==> config.mk <==
export PLATFORM = sky130hd
export DESIGN_NAME = lsth_regs
export DESIGN_NICKNAME = d
export VERILOG_FILES = /design/src/lsth_pkg.sv /design/src/lsth_decide.sv /design/src/lsth_regs.sv
export SDC_FILE = /design/constraint.sdc
export NUM_CORES = 1
export LEC_CHECK = 0
export BUFFER_PORTS_ARGS = -buffer_cell sky130_fd_sc_hd__buf_2
export CORE_MARGIN = 2
export CORE_UTILIZATION = 45
export CTS_BUF_LIST = sky130_fd_sc_hd__clkbuf_8
export DETAILED_ROUTE_END_ITERATION = 10
export HOLD_SLACK_MARGIN = 0.03
export PLACE_DENSITY = 0.81
export SLEW_MARGIN = 20
export SYNTH_ARGS = -nofsm -noshare
export SYNTH_HDL_FRONTEND = slang
export SYNTH_SLANG_ARGS = --single-unit
==> constraint.sdc <==
create_clock -name clock -period 4.63 [get_ports clock]
set_input_delay 0.926 -clock clock [delete_from_list [all_inputs] [get_ports clock]]
set_output_delay 0.926 -clock clock [all_outputs]
set_load 0.03 [all_outputs]
==> src/lsth_pkg.sv <==
// package: offsets, field positions and reset values of the low-speed
// threshold and first root hub descriptor registers
// assumes: byte-addressed register access from the core's register decode
package lsth_pkg;
	// register byte offsets from the base address
	localparam logic [7:0] offset_low_speed_start_threshold = 8'h44;
	localparam logic [7:0] offset_root_hub_descriptor_first = 8'h48;
	// threshold field
	localparam int threshold_width = 12;
	localparam logic [11:0] threshold_reset = 12'h628;
	// frame remaining counter width
	localparam int frame_width = 14;
	// descriptor field positions
	localparam int pos_power_on_to_good_time = 24;
	localparam int pos_no_overcurrent_protect = 12;
	localparam int pos_overcurrent_report_mode = 11;
	localparam int pos_compound_device_flag = 10;
	localparam int pos_ports_always_powered = 9;
	localparam int pos_power_switch_mode = 8;
	// descriptor reset values
	localparam logic [7:0] power_on_to_good_time_reset = 8'hff;
	localparam logic no_overcurrent_protect_reset = 1'b0;
	localparam logic overcurrent_report_mode_reset = 1'b1;
	localparam logic ports_always_powered_reset = 1'b0;
	localparam logic power_switch_mode_reset = 1'b1;
	localparam logic [7:0] downstream_port_count_value = 8'h01;
	// writable bits of the descriptor word
	localparam logic [31:0] descriptor_write_mask = 32'hff001b00;
	// pipeline latency of the start decision
	localparam int decide_latency = 1;
endpackage : lsth_pkg

==> src/lsth_decide.sv <==
// low-speed start decision: compares remaining frame time with threshold
// assumes: frame_time_remaining counts down within a frame, core clock
`timescale 1ns/1ps
module lsth_decide (
	input wire logic clock,
	input wire logic reset_n,
	input wire logic [13:0] frame_time_remaining,
	input wire logic [11:0] low_speed_threshold_value,
	output logic low_speed_start_allowed
);
	// whole state in one struct
	typedef struct packed {
		logic allowed;
	} decide_state_type;
	decide_state_type state;
	decide_state_type next_state;

	// compare against the zero-extended threshold
	always_comb begin
		next_state = state;
		next_state.allowed = (frame_time_remaining >=
			{2'b00, low_speed_threshold_value});
	end

	// register the decision so the output is glitch free
	always_ff @(posedge clock or negedge reset_n) begin
		if (!reset_n) begin
			state <= '0;
		end else begin
			state <= next_state;
		end
	end

	assign low_speed_start_allowed = state.allowed;
endmodule : lsth_decide

==> src/lsth_regs.sv <==
// file: register bank holding the low-speed threshold and first root hub
// descriptor, plus the low-speed start decision
// assumes: core decode gives byte address, write and read strobes; reads
// answer one cycle after the strobe
`timescale 1ns/1ps
module lsth_regs (
	input wire logic clock,
	input wire logic reset_n,
	input wire logic [7:0] reg_address,
	input wire logic reg_write,
	input wire logic reg_read,
	input wire logic [31:0] reg_write_data,
	input wire logic [13:0] frame_time_remaining,
	output logic [31:0] reg_read_data,
	output logic low_speed_start_allowed,
	output logic [7:0] power_on_to_good_time,
	output logic overcurrent_per_port,
	output logic power_per_port,
	output logic [7:0] downstream_port_count
);
	// two-flop reset release
	logic [1:0] reset_sync;
	logic rst_n;

	// all register state except reset_sync in one struct
	typedef struct packed {
		logic [11:0] threshold;
		logic [7:0] good_time;
		logic no_ocp;
		logic ocp_mode;
		logic always_powered;
		logic switch_mode;
		logic [31:0] read_data;
		logic oc_per_port;
		logic pw_per_port;
	} regs_state_type;
	regs_state_type state;
	regs_state_type next_state;
	logic [31:0] desc_word;
	logic [31:0] merged;
	logic decide_out;

	// reset release: async assert, sync deassert
	always_ff @(posedge clock or negedge reset_n) begin
		if (!reset_n) begin
			reset_sync <= 2'b00;
		end else begin
			reset_sync <= {reset_sync[0], 1'b1};
		end
	end
	assign rst_n = reset_sync[1];

	// assemble the descriptor read word
	always_comb begin
		desc_word = '0;
		desc_word[31:24] = state.good_time;
		desc_word[lsth_pkg::pos_no_overcurrent_protect] = state.no_ocp;
		desc_word[lsth_pkg::pos_overcurrent_report_mode] = state.ocp_mode;
		// root hub never compound, bit tied low
		desc_word[lsth_pkg::pos_compound_device_flag] = 1'b0;
		desc_word[lsth_pkg::pos_ports_always_powered] = state.always_powered;
		desc_word[lsth_pkg::pos_power_switch_mode] = state.switch_mode;
		desc_word[7:0] = lsth_pkg::downstream_port_count_value;
		// only writable bits take the written word; the rest keep theirs
		merged = (reg_write_data & lsth_pkg::descriptor_write_mask) |
			(desc_word & ~lsth_pkg::descriptor_write_mask);
	end

	// next-state logic: writes, read capture, mode decode
	always_comb begin
		next_state = state;
		// threshold is changed only by a bus write or by reset, never by other hardware
		if (reg_write &&
			reg_address == lsth_pkg::offset_low_speed_start_threshold) begin
			next_state.threshold = reg_write_data[11:0];
		end
		if (reg_write &&
			reg_address == lsth_pkg::offset_root_hub_descriptor_first) begin
			next_state.good_time = merged[31:24];
			next_state.no_ocp = merged[lsth_pkg::pos_no_overcurrent_protect];
			next_state.ocp_mode = merged[lsth_pkg::pos_overcurrent_report_mode];
			next_state.always_powered =
				merged[lsth_pkg::pos_ports_always_powered];
			next_state.switch_mode = merged[lsth_pkg::pos_power_switch_mode];
		end
		// read data; reserved and unmapped read zero
		if (reg_read) begin
			case (reg_address)
				lsth_pkg::offset_low_speed_start_threshold: begin
					next_state.read_data = {20'h00000, state.threshold};
				end
				lsth_pkg::offset_root_hub_descriptor_first: begin
					next_state.read_data = desc_word;
				end
				default: begin
					next_state.read_data = 32'h00000000;
				end
			endcase
		end
		// per-port overcurrent only with protection present
		next_state.oc_per_port = !state.no_ocp && state.ocp_mode;
		// per-port power only when ports are switched
		next_state.pw_per_port = !state.always_powered &&
			state.switch_mode;
	end

	// state register; reset values fixed by this board arrangement
	always_ff @(posedge clock or negedge rst_n) begin
		if (!rst_n) begin
			state.threshold <= lsth_pkg::threshold_reset;
			state.good_time <= lsth_pkg::power_on_to_good_time_reset;
			state.no_ocp <= lsth_pkg::no_overcurrent_protect_reset;
			state.ocp_mode <= lsth_pkg::overcurrent_report_mode_reset;
			state.always_powered <= lsth_pkg::ports_always_powered_reset;
			state.switch_mode <= lsth_pkg::power_switch_mode_reset;
			state.read_data <= 32'h00000000;
			state.oc_per_port <= 1'b1;
			state.pw_per_port <= 1'b1;
		end else begin
			state <= next_state;
		end
	end

	// start decision, registered inside the leaf
	lsth_decide u_decide (
		.clock(clock),
		.reset_n(rst_n),
		.frame_time_remaining(frame_time_remaining),
		.low_speed_threshold_value(state.threshold),
		.low_speed_start_allowed(decide_out)
	);

	assign reg_read_data = state.read_data;
	assign low_speed_start_allowed = decide_out;
	// good time in 2 ms units; host software does the waiting
	assign power_on_to_good_time = state.good_time;
	assign overcurrent_per_port = state.oc_per_port;
	assign power_per_port = state.pw_per_port;
	assign downstream_port_count = lsth_pkg::downstream_port_count_value;

	// decision follows the comparison one cycle later
	property p_start_decision;
		@(posedge clock) disable iff (!rst_n)
		1'b1 |=> low_speed_start_allowed ==
			($past(frame_time_remaining) >= {2'b00, $past(state.threshold)});
	endproperty
	a_start_decision: assert property (p_start_decision)
		else $error("low-speed start decision wrong");

	// threshold moves only on a write to its offset
	property p_threshold_stable;
		@(posedge clock) disable iff (!rst_n)
		!(reg_write &&
			reg_address == lsth_pkg::offset_low_speed_start_threshold)
		|=> $stable(state.threshold);
	endproperty
	a_threshold_stable: assert property (p_threshold_stable)
		else $error("threshold changed without a write");

	// compound flag never reads one
	property p_compound_zero;
		@(posedge clock) disable iff (!rst_n)
		reg_read && reg_address == lsth_pkg::offset_root_hub_descriptor_first
		|=> reg_read_data[10] == 1'b0;
	endproperty
	a_compound_zero: assert property (p_compound_zero)
		else $error("compound device bit read as one");

	// descriptor read shows port count
	property p_port_count;
		@(posedge clock) disable iff (!rst_n)
		reg_read && reg_address == lsth_pkg::offset_root_hub_descriptor_first
		|=> reg_read_data[7:0] == 8'h01;
	endproperty
	a_port_count: assert property (p_port_count)
		else $error("port count field wrong");

	// threshold read reflects stored value, reserved zero
	property p_threshold_read;
		@(posedge clock) disable iff (!rst_n)
		reg_read &&
			reg_address == lsth_pkg::offset_low_speed_start_threshold
		|=> reg_read_data == {20'h00000, $past(state.threshold)};
	endproperty
	a_threshold_read: assert property (p_threshold_read)
		else $error("threshold read data wrong");

	// overcurrent mode decode two cycles after a descriptor write
	property p_ocp_mode;
		@(posedge clock) disable iff (!rst_n)
		reg_write && reg_address == lsth_pkg::offset_root_hub_descriptor_first
		|=> ##1 overcurrent_per_port ==
			(!$past(reg_write_data[12], 2) && $past(reg_write_data[11], 2));
	endproperty
	a_ocp_mode: assert property (p_ocp_mode)
		else $error("overcurrent mode decode wrong");

	// power switch decode two cycles after a descriptor write
	property p_power_mode;
		@(posedge clock) disable iff (!rst_n)
		reg_write && reg_address == lsth_pkg::offset_root_hub_descriptor_first
		|=> ##1 power_per_port ==
			(!$past(reg_write_data[9], 2) && $past(reg_write_data[8], 2));
	endproperty
	a_power_mode: assert property (p_power_mode)
		else $error("power switch decode wrong");

	// reset values right at the first cycle after release
	property p_reset_values;
		@(posedge clock)
		$rose(rst_n) |-> state.threshold == 12'h628 &&
			desc_word == 32'hff000901;
	endproperty
	a_reset_values: assert property (p_reset_values)
		else $error("reset values wrong");

	// unmapped reads answer zero
	property p_unmapped;
		@(posedge clock) disable iff (!rst_n)
		reg_read &&
			reg_address != lsth_pkg::offset_low_speed_start_threshold &&
			reg_address != lsth_pkg::offset_root_hub_descriptor_first
		|=> reg_read_data == 32'h00000000;
	endproperty
	a_unmapped: assert property (p_unmapped)
		else $error("unmapped read not zero");
endmodule : lsth_regs

# Word level (Yosys, flattened, before mapping)

Index checks and enable logic that the tools add are counted.

Logic and storage cells: 21
Bits in registers: 61
Input port bits: 58
Output and inout port bits: 51

$lt $le $gt $ge: 1
Muxes and demuxes: 1
Reductions and logical operators: 6
Equality and inequality tests: 2

Operators with widths:

| operator                                      | count |
|---|---|
| one-hot mux 32 bit (2 select lines)           | 1 |
| == test 8 x 7 -> 1 bit, second input constant | 2 |
| greater-or-equal comparator 14 x 12 -> 1 bit  | 1 |
| logical AND 1 bit                             | 4 |
| zero test 1 bit                               | 2 |

# Logic depth before layout (Yosys ltp)

Word-level depth: 2
Depth in mapped cells: 6
Mapped depth without buffers: 6

# Hierarchy

Synthesis repeated with hierarchy kept, for this count alone.

Cells, all modules: 229
Area total of the unflattened synthesis: 2,707.6 um^2

By module, submodules not included:

| module      | area an instance (um^2) | times used | cells each | sequential area each (um^2) |
|---|---|---|---|---|
| lsth_regs   | 2,377.3                 | 1          | 187        | 1,246.2 |
| lsth_decide | 330.3                   | 1          | 42         | 25.0 |

# Least setup slack after synthesis

Ideal clock, no wire load.

Path type: input port to flip-flop
Start: in reg_address[7]
End: reg state[48] (netlist bit)
Data required time: 4,505 ps
Library setup time: 125 ps
Stages on the path: 5
Slack: 2,262 ps
Path buffers: 1
Data arrival time: 2,243 ps
Path through: or4b_4 nor3_4 nand3_2 buf_6 mux2_4

Cells in the longest elaborated chain, start to end: 2

RTL lines:

| what                   | RTL line         | RTL |
|---|---|---|
| start, declared        | lsth_regs.sv:9   | `input wire logic [7:0] reg_address,` |
| == test 8 x 7 -> 1 bit | lsth_regs.sv:74  | `reg_address == lsth_pkg::offset_low_speed_start_threshold) begin` |
| logical AND 1 bit      | lsth_regs.sv:73  | `if (reg_write &&` |
| end signal, assigned   | lsth_regs.sv:120 | `state <= next_state;` |
| end, declared          | lsth_regs.sv:37  | `regs_state_type state;` |

Every way passes these cells.
A chain may end at the register's enable or synchronous reset.

# Worst setup path after layout

Start: in reg_address[7]
End: reg state, in the netlist desc_word[12]

Cells in the longest elaborated chain, start to end: 2

RTL lines:

| what                   | RTL line        | RTL |
|---|---|---|
| == test 8 x 7 -> 1 bit | lsth_regs.sv:78 | `reg_address == lsth_pkg::offset_root_hub_descriptor_first) begin` |
| logical AND 1 bit      | lsth_regs.sv:77 | `if (reg_write &&` |

Every way passes these cells.

==> run metrics <==
status=completed; drt wl/cell=~14 µm; top cell type by total area after synthesis=dfrtp_1; drt initial violations=39; Sum Neg Setup Slack=0 ns; pin count of the biggest net entering global routing=just under 50; initial core utilization=between 40% and 50%; CORE AREA=~0.0056 mm²; Power Total=roughly 0.00082 W; I/O Pins=roughly 110; initial antenna violation count=0; DPL Wire Length=around 3400 µm; WL final=roughly 4500 µm; Avg Cell Area, Syn=approximately 13 µm²; Critical Path Fanout Max=12; Pins Over Slew Limit=0; Setup Crit Path Kind=input port to flip-flop; Clock Power Share=a little under a third; Pre-antenna DRT Iters=4; dpl cells=around 320; Mapped Cells=208; vias per cell=roughly 4.7; RSZ-0062 raised after global routing=false; GRT Total Usage=between 10% and 20%; antenna viol nets, final=0; Min Hold Slack=roughly 0.35 ns; Startpoint Class=input port; Area growth, synth to finish=9.39%; GP Congestion=~0.71; row cnt=27; DIE AREA=0.00646 mm²; fmax=between 400 and 500 MHz; Max-cap violations=0; hold buffers post-CTS=0; Net Sw Frac=25.3%; non-filler instance count after layout=roughly 330; EDFF count, synth=0; layout cells sized above 1=51.4%; Max clock buf depth=2; Root Driver=clkbuf_8; Internal Pwr Total=0.000613 W; power density cells=approximately 290 mW/mm²; Final min period=approximately 2.4 ns; antenna cells=0; die extent in y=80.4 µm; synth unique cells=29; via count of the first global-routing pass=~1.6k; drc violations=0; HP Class=flip-flop to asynchronous set/reset pin; Syn Std Cell Area=0.00263 mm²; final hold vios=0; H-tree Lvls=2; first-pass GRT wire length=around 7400 µm; fin area=~0.0029 mm²; critical path data required time=4.81 ns; Final Skew=between 0.009 and 0.01 ns; Worst setup EP type=flip-flop; Reg clk slew, reported paths=roughly 0.090 ns; grt ovf=0; via count=1569; Setup violations, final=0; synthesized flop and latch total=50; sequential cell area=around 0.0013 mm²; Psw=slightly above 0.0002 W; Tcrit/Tclk final=~53%; YS warnings=0; Nets=about 330; Leakage Power=around 1.6 nW; TritonCTS Buffers=5; clock sink total=50; die span in x=80.4 µm; Logic pwr share=a little under an eighth; Synth async-reset ratio=100%; Post-synth top flop=dfrtp_1; Layout fillers=roughly 500; CTS tree=yes; area share of the largest cell type after synthesis=around 32%; dominant cells by area after synthesis=dfrtp_1, dfstp_2, buf_4; clk_lat worst skew=~0.3 ns; Reg power frac=57.3%; post-synthesis sequential area ratio=between 40% and 50%; IO Port Bufs=a little under 80; multi-input logic area=~970 µm²; Setup Buffers After CTS=0; VDD IR max=0.109 mV; actual slew at the worst max-slew pin=around 0.60 ns; CTS resizes=0; CP arrival=between 2 and 3 ns; placed inst area=about 0.0028 mm²; Slew headroom=between 50% and 60%
synthesized netlist by cell type, types with 4 or more instances:
| library cell | number |
|---|---|
| mux2_4 | 20 |
| inv_1 | 13 |
| nor2b_1 | 7 |
| a21oi_1 | 5 |
| dfrtp_1 | 34 |
| mux2_2 | 4 |
| dfstp_2 | 16 |
| a22o_1 | 17 |
| ha_1 | 12 |
| buf_4 | 48 |
power groups by stage:
stage               sequential (W)  clock (W)  combinational, W
floorplan                 0.000476          0         0.0000796
global placement          0.000478          0         0.0000948
detailed placement        0.000479          0         0.0000977
CTS                       0.000471   0.000262         0.0000979
global route              0.000474   0.000281          0.000108
finish                    0.000470   0.000253         0.0000969
logic make-up (layout without fill, tap and decap cells):
logic type	Yosys count	count (layout)	share of synthesized area, %
adders and majority gates	12	12	5.72
muxes	24	24	13.1
DFF	50	50	48.4
and+or+nand+nor	21	21	5.67
buffers and inverters	67	100	17.1
other	2	20	0.286
AOI/OAI and AO/OA	32	32	9.67
path summary, 6_finish.rpt:
check / start / endpoint / slack (ns) / cells past startpoint
worst min register to register: reset_sync[1]$_DFF_PN0_ / reg_read_data[9]$_DFFE_PN0P_ / 0.35 / 0
worst max register to register: state[57]$_DFFE_PN0P_ / u_decide.low_speed_start_allowed$_DFF_PN0_ / 3.07 / 6
max in group asynchronous: reset_sync[1]$_DFF_PN0_ / state[53]$_DFFE_PN0P_ / 3.87 / 0
worst max-delay path: reg_address[7] / desc_word[12]$_DFFE_PN0P_ / 2.20 / 5
min in group clock: reset_sync[0]$_DFF_PN0_ / reset_sync[1]$_DFF_PN0_ / 0.35 / 0
worst min-delay path: reset_sync[1]$_DFF_PN0_ / reg_read_data[9]$_DFFE_PN0P_ / 0.35 / 0
layer usage:
layer	up-vias	global-route usage (%)	part of all wire, %
li1	747	-	-
met1	757	18.7	43
met5	-	0	0
met4	0	3.56	0.93
met3	6	5.28	7.6
met2	59	24.5	48
state kept, by name (all words and copies together) (netlist names):
| signal | flops |
|---|---|
| desc_word | 4 |
| power_per_port | 1 |
| state | 12 |
| reset_sync | 2 |
| power_on_to_good_time | 8 |
| reg_read_data | 21 |
| overcurrent_per_port | 1 |
| u_decide.low_speed_start_allowed | 1 |
stage by stage:
step           worst slack [ns]  util, %
2_1_floorplan              2.26        -
3_3_place_gp               1.87     49.9
3_5_place_dp               1.86     49.9
4_1_cts                    2.17     51.5
5_1_grt                    2.09     51.5
6_report                   2.20     51.5
worst max-delay path: stages:
cell	delay, ns
buf_2	0.09
or4b_4	0.53
nor3_4	0.22
nand3_2	0.40
mux2_4	0.43
cells in the final DEF, fill, tap and decap left out, types with 5 or more instances in the layout:
cell       n
dfstp_2   16
ha_1      12
clkbuf_8   6
conb_1    20
mux2_4    20
a22o_1    17
dfrtp_1   33
a21oi_1    5
inv_1     14
buf_2     78
nor2b_1    7
layout make-up:
cell class / instances / area share [%]
well taps: 72 / 3.14
flip-flops and latches: 50 / 44.4
clock inverters: 2 / 0.305
repair buffers: 78 / 13.6
inverters: 14 / 1.83
clock buffers: 6 / 2.87
multi-input cells: 109 / 33.9
Note: power is estimated with default switching activity, not from simulation.
